`src/rtl/csp_regs.vh`:
```
// Register offsets, field positions, reset values and timing counts of the serial port
`ifndef CSP_REGS_VH
`define CSP_REGS_VH

// Byte offsets inside one port window
`define CSP_OFF_CTRL 5'h00
`define CSP_OFF_STAT 5'h04
`define CSP_OFF_MASK 5'h08
`define CSP_OFF_TXD 5'h0c
`define CSP_OFF_RXD 5'h10
// Address bit that selects the port, bits above it must be zero
`define CSP_PORT_BIT 5

// Control fields
`define CSP_C_NINE 0
`define CSP_C_ODD 1
`define CSP_C_STLVL 2
`define CSP_C_SPLVL 3
`define CSP_C_MSB 4
`define CSP_C_FLOW 5
`define CSP_C_RATE 8
`define CSP_CTRL_W 12
`define CSP_CTRL_RST 12'h308

// Status fields, events are sticky and cleared by writing one
`define CSP_S_RXDONE 0
`define CSP_S_TXDONE 1
`define CSP_S_PERR 2
`define CSP_S_FERR 3
`define CSP_S_OVR 4
`define CSP_EVT_W 5
`define CSP_S_TXBUSY 8
`define CSP_S_RXFULL 9
`define CSP_MASK_RST 5'h00

// Timing
`define CSP_CLK_HZ 100000000
`define CSP_OVS 16
`define CSP_OVS_MID 4'h7
`define CSP_OVS_LAST 4'hf
`define CSP_RATE_DEF 4'h3
`define CSP_BAUD_0 1200
`define CSP_BAUD_1 2400
`define CSP_BAUD_2 4800
`define CSP_BAUD_3 9600
`define CSP_BAUD_4 14400
`define CSP_BAUD_5 19200
`define CSP_BAUD_6 28800
`define CSP_BAUD_7 38400
`define CSP_BAUD_8 57600
`define CSP_BAUD_9 76800
`define CSP_BAUD_10 115200
`define CSP_BAUD_11 230400

// Frame bit index of the stop bit, counted from the start bit
`define CSP_LAST_SHORT 4'h9
`define CSP_LAST_LONG 4'ha

`endif

```
`src/rtl/csp_baud.v`:
```
// Oversampling tick divider for one serial port
`timescale 1ns/10ps
`default_nettype none
`include "csp_regs.vh"
module csp_baud #(
  parameter CLK_HZ = `CSP_CLK_HZ
) (
  // Clock and reset
  input wire clock_i,
  input wire reset_i,
  // Control
  input wire [3:0] rate_i,
  input wire restart_i,
  // Tick at sixteen times the bit rate
  output reg tick_o
);
  reg [15:0] cnt_q;
  wire [15:0] div_w;

  function [15:0] csp_div;
    input [3:0] sel;
    integer r;
    integer d;
    begin
      case (sel)
        4'h0: r = `CSP_BAUD_0;
        4'h1: r = `CSP_BAUD_1;
        4'h2: r = `CSP_BAUD_2;
        4'h3: r = `CSP_BAUD_3;
        4'h4: r = `CSP_BAUD_4;
        4'h5: r = `CSP_BAUD_5;
        4'h6: r = `CSP_BAUD_6;
        4'h7: r = `CSP_BAUD_7;
        4'h8: r = `CSP_BAUD_8;
        4'h9: r = `CSP_BAUD_9;
        4'ha: r = `CSP_BAUD_10;
        4'hb: r = `CSP_BAUD_11;
        default: r = `CSP_BAUD_3;
      endcase
      // Rounded to nearest, error stays below 2 % at the fastest rate
      d = (CLK_HZ + (`CSP_OVS / 2) * r) / (`CSP_OVS * r);
      if (d < 1) d = 1;
      csp_div = d[15:0];
    end
  endfunction

  assign div_w = csp_div(rate_i);

  always @(posedge clock_i) begin
    if (reset_i || restart_i) begin
      cnt_q <= 16'h0000;
      tick_o <= 1'b0;
    end else if (cnt_q >= div_w - 16'h0001) begin
      cnt_q <= 16'h0000;
      tick_o <= 1'b1;
    end else begin
      cnt_q <= cnt_q + 16'h0001;
      tick_o <= 1'b0;
    end
  end
endmodule
`default_nettype wire

```
`src/rtl/csp_rx.v`:
```
// Frame receiver of one serial port
`timescale 1ns/10ps
`default_nettype none
`include "csp_regs.vh"
module csp_rx (
  // Clock and reset
  input wire clock_i,
  input wire reset_i,
  // Timing and line
  input wire tick_i,
  input wire rxd_i,
  // Frame format
  input wire nine_i,
  input wire odd_i,
  input wire start_lvl_i,
  input wire stop_lvl_i,
  input wire msb_i,
  // Received frame, flags are one-cycle pulses with done
  output reg [7:0] data_o,
  output reg done_o,
  output reg perr_o,
  output reg ferr_o
);
  localparam S_IDLE = 2'b01;
  localparam S_RUN = 2'b10;
  reg [1:0] st_q;
  reg [3:0] sub_q;
  reg [3:0] idx_q;
  reg [7:0] sh_q;
  reg par_q;
  wire [3:0] last_w;

  function [7:0] rev8;
    input [7:0] v;
    integer i;
    begin
      for (i = 0; i < 8; i = i + 1) rev8[i] = v[7 - i];
    end
  endfunction

  assign last_w = nine_i ? `CSP_LAST_LONG : `CSP_LAST_SHORT;

  always @(posedge clock_i) begin
    done_o <= 1'b0;
    perr_o <= 1'b0;
    ferr_o <= 1'b0;
    if (reset_i) begin
      st_q <= S_IDLE;
      sub_q <= 4'h0;
      idx_q <= 4'h0;
      sh_q <= 8'h00;
      par_q <= 1'b0;
      data_o <= 8'h00;
    end else if (tick_i) begin
      case (st_q)
        S_IDLE: begin
          // Idle line rests at the stop level
          if (rxd_i == start_lvl_i && rxd_i != stop_lvl_i) begin
            st_q <= S_RUN;
            sub_q <= 4'h0;
            idx_q <= 4'h0;
          end
        end
        S_RUN: begin
          sub_q <= sub_q + 4'h1;
          if (sub_q == `CSP_OVS_MID) begin
            idx_q <= idx_q + 4'h1;
            if (idx_q == 4'h0) begin
              // Glitch shorter than half a bit is dropped
              if (rxd_i != start_lvl_i) st_q <= S_IDLE;
            end else if (idx_q < 4'h9) begin
              sh_q <= {rxd_i, sh_q[7:1]};
            end else if (idx_q != last_w) begin
              par_q <= rxd_i;
            end else begin
              st_q <= S_IDLE;
              done_o <= 1'b1;
              data_o <= msb_i ? rev8(sh_q) : sh_q;
              perr_o <= nine_i && (par_q != (odd_i ? ~^sh_q : ^sh_q));
              ferr_o <= rxd_i != stop_lvl_i;
            end
          end
        end
        default: st_q <= S_IDLE;
      endcase
    end
  end
endmodule
`default_nettype wire

```
`src/rtl/csp_top.v`:
```
// Dual asynchronous serial port with register port and interrupt
// What this block does
// - Two identical ports, each with own configuration and status.
// - Short payload: eight data bits, no parity bit.
// - Long payload: eight data bits then one parity bit.
// - Parity odd or even by software; generated on send, checked on receive.
// - Start and stop bit levels are each selectable; both ends agree.
// - Data bit order LSB first or MSB first, both directions.
// - Receiver flags parity mismatch and wrong stop level.
// - Switchable flow control: hold frames when partner not ready; signal own readiness.
// - Bit rate from twelve rates, 1.2 to 230.4 kilobaud.
//
// The strobed register port and the placing of the registers were left to the implementer.
`timescale 1ns/10ps
`default_nettype none
`include "csp_regs.vh"
module csp_top #(
  parameter CLK_HZ = `CSP_CLK_HZ,
  parameter PORTS = 2
) (
  // Clock and reset
  input wire clock_i,
  input wire reset_i,
  // Register port
  input wire [7:0] addr_i,
  input wire [31:0] wdata_i,
  input wire wr_i,
  input wire rd_i,
  output reg [31:0] rdata_o,
  // Interrupt
  output reg irq_o,
  // Serial lines
  input wire [PORTS-1:0] rxd_i,
  output wire [PORTS-1:0] txd_o,
  input wire [PORTS-1:0] peer_ready_i,
  output wire [PORTS-1:0] own_ready_o
);
  localparam T_IDLE = 3'b001;
  localparam T_HOLD = 3'b010;
  localparam T_SEND = 3'b100;

  wire [32*PORTS-1:0] rd_f;
  wire [PORTS-1:0] irq_f;
  wire win_w;

  function [7:0] rev8;
    input [7:0] v;
    integer i;
    begin
      for (i = 0; i < 8; i = i + 1) rev8[i] = v[7 - i];
    end
  endfunction

  // Strobe and offset decode, shared by every register of a port
  function reg_hit;
    input strobe;
    input [4:0] a;
    input [4:0] off;
    begin
      reg_hit = strobe && (a == off);
    end
  endfunction

  // Upper address bits must be zero so the window does not alias
  assign win_w = addr_i[7:`CSP_PORT_BIT+1] == 2'b00;

  genvar p;
  generate
    for (p = 0; p < PORTS; p = p + 1) begin : g_port
      reg [`CSP_CTRL_W-1:0] ctrl_q;
      reg [`CSP_EVT_W-1:0] stat_q;
      reg [`CSP_EVT_W-1:0] mask_q;
      reg [`CSP_EVT_W-1:0] set_d;
      reg [7:0] rxbuf_q;
      reg rxfull_q;
      reg ready_q;
      reg [2:0] tst_q;
      reg [10:0] tsh_q;
      reg [3:0] tsub_q;
      reg [3:0] tidx_q;
      reg txd_q;
      reg tdone_q;
      reg [31:0] prd_d;
      wire sel_w;
      wire wr_w;
      wire rd_w;
      wire tick_w;
      wire [7:0] rdat_w;
      wire rdone_w;
      wire perr_w;
      wire ferr_w;
      wire nine_w;
      wire odd_w;
      wire stl_w;
      wire spl_w;
      wire msb_w;
      wire flow_w;
      wire [7:0] tord_w;
      wire tpar_w;
      wire [3:0] tlast_w;
      wire txbusy_w;
      // Register strobes of this port
      wire ctrl_we_w;
      wire stat_we_w;
      wire mask_we_w;
      wire txd_we_w;
      wire rxd_re_w;
      // Payload width of the frame in flight
      reg tnine_q;

      assign sel_w = win_w && (addr_i[`CSP_PORT_BIT] == p);
      assign wr_w = wr_i && sel_w;
      assign rd_w = rd_i && sel_w;
      assign nine_w = ctrl_q[`CSP_C_NINE];
      assign odd_w = ctrl_q[`CSP_C_ODD];
      assign stl_w = ctrl_q[`CSP_C_STLVL];
      assign spl_w = ctrl_q[`CSP_C_SPLVL];
      assign msb_w = ctrl_q[`CSP_C_MSB];
      assign flow_w = ctrl_q[`CSP_C_FLOW];

      assign ctrl_we_w = reg_hit(wr_w, addr_i[4:0], `CSP_OFF_CTRL);
      assign stat_we_w = reg_hit(wr_w, addr_i[4:0], `CSP_OFF_STAT);
      assign mask_we_w = reg_hit(wr_w, addr_i[4:0], `CSP_OFF_MASK);
      assign txd_we_w = reg_hit(wr_w, addr_i[4:0], `CSP_OFF_TXD);
      assign rxd_re_w = reg_hit(rd_w, addr_i[4:0], `CSP_OFF_RXD);
      // A queued frame waiting on flow control counts as busy
      assign txbusy_w = ~tst_q[0];

      // Rate change restarts the divider so no short tick leaks out
      csp_baud #(
        .CLK_HZ(CLK_HZ)
      ) u_baud (
        .clock_i(clock_i),
        .reset_i(reset_i),
        .rate_i(ctrl_q[`CSP_C_RATE+3:`CSP_C_RATE]),
        .restart_i(ctrl_we_w),
        .tick_o(tick_w)
      );

      csp_rx u_rx (
        .clock_i(clock_i),
        .reset_i(reset_i),
        .tick_i(tick_w),
        .rxd_i(rxd_i[p]),
        .nine_i(nine_w),
        .odd_i(odd_w),
        .start_lvl_i(stl_w),
        .stop_lvl_i(spl_w),
        .msb_i(msb_w),
        .data_o(rdat_w),
        .done_o(rdone_w),
        .perr_o(perr_w),
        .ferr_o(ferr_w)
      );

      // Configuration registers
      always @(posedge clock_i) begin
        if (reset_i) begin
          ctrl_q <= `CSP_CTRL_RST;
          mask_q <= `CSP_MASK_RST;
        end else if (ctrl_we_w) begin
          ctrl_q <= wdata_i[`CSP_CTRL_W-1:0];
        end else if (mask_we_w) begin
          mask_q <= wdata_i[`CSP_EVT_W-1:0];
        end
      end

      // Events of this cycle
      always @* begin
        set_d = {`CSP_EVT_W{1'b0}};
        set_d[`CSP_S_RXDONE] = rdone_w;
        set_d[`CSP_S_TXDONE] = tdone_q;
        set_d[`CSP_S_PERR] = perr_w;
        set_d[`CSP_S_FERR] = ferr_w;
        // A read in the same cycle does not save the old byte
        set_d[`CSP_S_OVR] = rdone_w && rxfull_q;
      end

      // Sticky status, a new event wins over the write-one clear
      always @(posedge clock_i) begin
        if (reset_i) begin
          stat_q <= {`CSP_EVT_W{1'b0}};
        end else if (stat_we_w) begin
          stat_q <= (stat_q & ~wdata_i[`CSP_EVT_W-1:0]) | set_d;
        end else begin
          stat_q <= stat_q | set_d;
        end
      end

      // Receive holding register, a landing frame wins over the read that empties it
      always @(posedge clock_i) begin
        if (reset_i) begin
          rxbuf_q <= 8'h00;
          rxfull_q <= 1'b0;
          ready_q <= 1'b1;
        end else begin
          if (rdone_w) begin
            rxbuf_q <= rdat_w;
            rxfull_q <= 1'b1;
          end else if (rxd_re_w) begin
            rxfull_q <= 1'b0;
          end
          ready_q <= ~flow_w | ~rxfull_q;
        end
      end

      // Transmit frame, stop level doubles as filler in short frames
      assign tord_w = msb_w ? rev8(wdata_i[7:0]) : wdata_i[7:0];
      assign tpar_w = odd_w ? ~^wdata_i[7:0] : ^wdata_i[7:0];
      // Length fixed at launch, a control write mid-frame cannot stretch it
      assign tlast_w = tnine_q ? `CSP_LAST_LONG : `CSP_LAST_SHORT;

      always @(posedge clock_i) begin
        tdone_q <= 1'b0;
        if (reset_i) begin
          tst_q <= T_IDLE;
          tsh_q <= 11'h7ff;
          tsub_q <= 4'h0;
          tidx_q <= 4'h0;
          txd_q <= 1'b1;
          tnine_q <= 1'b0;
        end else begin
          case (tst_q)
            T_IDLE: begin
              txd_q <= spl_w;
              // Writes while busy are dropped; software polls the busy bit
              if (txd_we_w) begin
                // Parity and width are taken here, together with the data
                tsh_q <= {spl_w, nine_w ? tpar_w : spl_w, tord_w, stl_w};
                tnine_q <= nine_w;
                tst_q <= T_HOLD;
              end
            end
            T_HOLD: begin
              // Frames begin on a tick so the first bit is full length
              if (tick_w && (~flow_w || peer_ready_i[p])) begin
                tst_q <= T_SEND;
                txd_q <= tsh_q[0];
                tsub_q <= 4'h0;
                tidx_q <= 4'h0;
              end
            end
            T_SEND: begin
              if (tick_w) begin
                tsub_q <= tsub_q + 4'h1;
                if (tsub_q == `CSP_OVS_LAST) begin
                  if (tidx_q == tlast_w) begin
                    tst_q <= T_IDLE;
                    tdone_q <= 1'b1;
                  end else begin
                    tidx_q <= tidx_q + 4'h1;
                    tsh_q <= {1'b1, tsh_q[10:1]};
                    txd_q <= tsh_q[1];
                  end
                end
              end
            end
            default: tst_q <= T_IDLE;
          endcase
        end
      end

      // Read view of this port
      always @* begin
        prd_d = 32'h00000000;
        case (addr_i[4:0])
          `CSP_OFF_CTRL: prd_d[`CSP_CTRL_W-1:0] = ctrl_q;
          `CSP_OFF_STAT: begin
            prd_d[`CSP_EVT_W-1:0] = stat_q;
            prd_d[`CSP_S_TXBUSY] = txbusy_w;
            prd_d[`CSP_S_RXFULL] = rxfull_q;
          end
          `CSP_OFF_MASK: prd_d[`CSP_EVT_W-1:0] = mask_q;
          `CSP_OFF_RXD: prd_d[7:0] = rxbuf_q;
          default: prd_d = 32'h00000000;
        endcase
        if (!sel_w) prd_d = 32'h00000000;
      end

      assign rd_f[32*p+31:32*p] = prd_d;
      // Level request while any enabled event of this port is pending
      assign irq_f[p] = |(stat_q & mask_q);
      assign txd_o[p] = txd_q;
      assign own_ready_o[p] = ready_q;
    end
  endgenerate

  // Read data one cycle after the strobe, zero otherwise and for holes
  integer k;
  reg [31:0] rd_d;
  always @* begin
    rd_d = 32'h00000000;
    for (k = 0; k < PORTS; k = k + 1) rd_d = rd_d | rd_f[32*k +: 32];
  end

  always @(posedge clock_i) begin
    if (reset_i) begin
      rdata_o <= 32'h00000000;
      irq_o <= 1'b0;
    end else begin
      rdata_o <= rd_i ? rd_d : 32'h00000000;
      irq_o <= |irq_f;
    end
  end
endmodule
`default_nettype wire

```
`config.mk`:
```
export PLATFORM = sky130hd
export DESIGN_NAME = csp_top
export DESIGN_NICKNAME = d
export VERILOG_FILES = /design/src/rtl/csp_baud.v /design/src/rtl/csp_rx.v /design/src/rtl/csp_top.v
export VERILOG_INCLUDE_DIRS = /design/src /design/src/rtl
export SDC_FILE = /design/constraint.sdc
export NUM_CORES = 2
export LEC_CHECK = 0
export BUFFER_PORTS_ARGS = -buffer_cell sky130_fd_sc_hd__buf_2
export CAP_MARGIN = 20
export CORE_MARGIN = 1.5
export CORE_UTILIZATION = 56
export CTS_CLUSTER_SIZE = 24
export DETAILED_ROUTE_END_ITERATION = 10
export HOLD_SLACK_MARGIN = 0.05
export PLACE_DENSITY = 0.75
export SYNTH_ARGS = -nofsm -noshare
export SYNTH_HDL_FRONTEND = slang
export SYNTH_SLANG_ARGS = --single-unit
export TNS_END_PERCENT = 50
```
`constraint.sdc`:
```
create_clock -name clock_i -period 61.2 [get_ports clock_i]
set_input_delay 12.24 -clock clock_i [delete_from_list [all_inputs] [get_ports clock_i]]
set_output_delay 12.24 -clock clock_i [all_outputs]
set_load 0.01 [all_outputs]
```
==> flow_summary.ini <==
[placed_design]
post_dp_cell_area_um2 = 39740
place_hpwl_um = 78690
routabilityCongestion = 0.9423
port-buffer-count = 44

[setup_path]
worstSetupPathDepth = 265
critical_path_class = reg2reg
arrival_ns = 58.02
worstPathRequired_ns = 61.67
critPathTopFamily = compound AO/OA/AOI/OAI gates
end_kind = register
rr_worst_depth = 265
startpoint_type = register
max_stage_delay_ns = 0.63
cpMaxStageDelayCell = or4_4
worst_path_most_repeated_cell = o21a_1
cp_max_fo = 20
crit_buf_inv = 11

[synth]
synth_largest_area_cell = ha_1
synth_area_leaders = ha_1, dfxtp_1, nor2_1
synthFlopType = dfxtp_1
ys.warnings.count = 0
postSynthAreaPerCell_um2 = 7.562
ys_ff_latch = 249
synthesis.instances = 5072
synth_edf_count = 0
seq_area_frac_synth_pct = 13.00
synthArstFlopShare_pct = 0
synth_cell_types = 119
synth_top_area_share_pct = 18.20
synth_area_um2 = 38350

[global_route]
met3_usage_pct = 2.545
grt_max_degree = 70
use_met1_pct = 38.21
grt_pass1_vias = 34290
grt.busiest_layer = met2
antenna_found_initial = 8
track_usage_pct = 27.75
grt_pass1_wl_um = 166500
use_met2_pct = 46.54
grt.overflow.total = 0

[route]
ant_nets = 0
wirelength_um = 104000
first_pass_iters = 8
vias = 37980
avgViaCountPerCell = 6.318
drc = 0
routedWlPerCell_um = 17.30
drt_iter0_markers = 2637

[min_path]
min_path_cells = 1
hp-class = reg2reg

[clock_network]
cts_sinks = 249
htree_levels = 1
clk_pin_slew_ns = 0.06
clockRootBuffer = clkbuf_16
hold_buffers = 0
numCtsBuffers = 26
tritoncts = yes
clk_latency_ns = 0.54
clock_path_buffers = 3

[sta]
maxSlewViolCount = 0
min_period_over_period_pct = 94.04
fmax_mhz = 17.38
clock_skew_ns = 0.01384
hold_violations = 0
finalCriticalPeriod_ns = 57.55
holdWs_ns = 0.4542
finalSetupViolations = 0
maxSlewHeadroom_pct = 29.16
worst_slew_pin_slew_ns = 1.061

[floorplan]
chipWidth_um = 264.7
pin_count = 85
die_area_um2 = 70070
die_h_um = 264.7
start_util_pct = 56.81
core_um2 = 67510
rows = 95

[cells_and_area]
areaGrowthSynthToFinish_pct = 7.869
mostFrequentLayoutCells = ha_1, nor2_1, nand2_1
diodes = 0
fin_area_um2 = 41370
drive_above_1_share_pct = 10.96
post-route-util_pct = 61.28
nets = 5724
final_common_cell = ha_1

[outcome]
status = completed

[job]
max-cap-violations = 0
cells by family after synthesis:
group / Yosys count / share of synthesized area, %
AOI/OAI and AO/OA: 1491 / 27.00
xor gates and xnor gates: 318 / 7.281
adders and majority gates: 558 / 18.20
buffers and inverters: 334 / 3.546
DFF: 249 / 13.00
muxes: 277 / 7.744
other: 2 / 0.01958
and+or+nand+nor: 1843 / 23.21
through the flow:
| stage | worst slack, ns | std cells | setup TNS, ns |
|---|---|---|---|
| floorplan | 1.577 | 5102 | 0 |
| global placement | 1.009 | 5932 | 0 |
| detailed placement | 0.2679 | 5932 | 0 |
| CTS | 0.1506 | 5980 | 0 |
| global route | -0.2268 | 6011 | -5.749 |
| finish | 3.649 | 6011 | 0 |
synthesized netlist by cell type (24+ instances only):
cell,instances
nor2_1,563
ha_1,558
nand2_1,443
a21oi_1,361
dfxtp_1,249
nor3_1,233
o21a_1,206
xnor2_1,202
o21ai_0,201
inv_1,153
mux2i_1,142
mux2_2,129
clkbuf_1,128
xor2_1,115
nand3_1,110
o31ai_1,102
a21o_1,95
nand2b_1,78
nor2b_1,58
a211oi_1,52
nand4_1,51
and3_1,49
a31oi_1,46
or2_2,46
o211ai_1,44
or3_1,44
a211o_1,40
and2_1,37
a22oi_1,27
buf_4,24
timing repair:
| item | in CTS | in global routing |
|---|---|---|
| buffers inserted | 0 | 30 |
| gates cloned | 0 | 1 |
| pin swaps | 0 | 15 |
| gates resized for setup | 1 | 118 |
| hold endpoints to repair | 0 | 0 |
| setup endpoints to repair | 15 | 34 |
layer usage:
metal / vias to the layer above / share of wire [%]
li1: 19020 / -
met1: 17740 / 47
met2: 1017 / 45
met3: 178 / 5.6
met4: 16 / 2.2
met5: - / 0.086
worst paths after layout:
check                               to               start  slack [ns]
max          g_port[0].u_baud.cnt_q[7]            register        3.65
min                 g_port[0].tsh_q[1]  g_port[0].tsh_q[1]        0.45
max reg2reg  g_port[0].u_baud.cnt_q[7]            register        3.65
min reg2reg         g_port[0].tsh_q[1]  g_port[0].tsh_q[1]        0.45
area by class of cell:
| type | count | area, um^2 |
|---|---|---|
| clock buffers | 41 | 808.3 |
| clock inverters | 7 | 56.30 |
| fillers | 6174 | 26140 |
| inverters | 154 | 578.1 |
| multi-input cells | 4520 | 32690 |
| flip-flops and latches | 249 | 4986 |
| well taps | 873 | 1092 |
| repair buffers | 167 | 1157 |
Power is left out: the tool's default activity adds up to more than one toggle a clock period on the data nets, which glitch-free logic cannot reach.
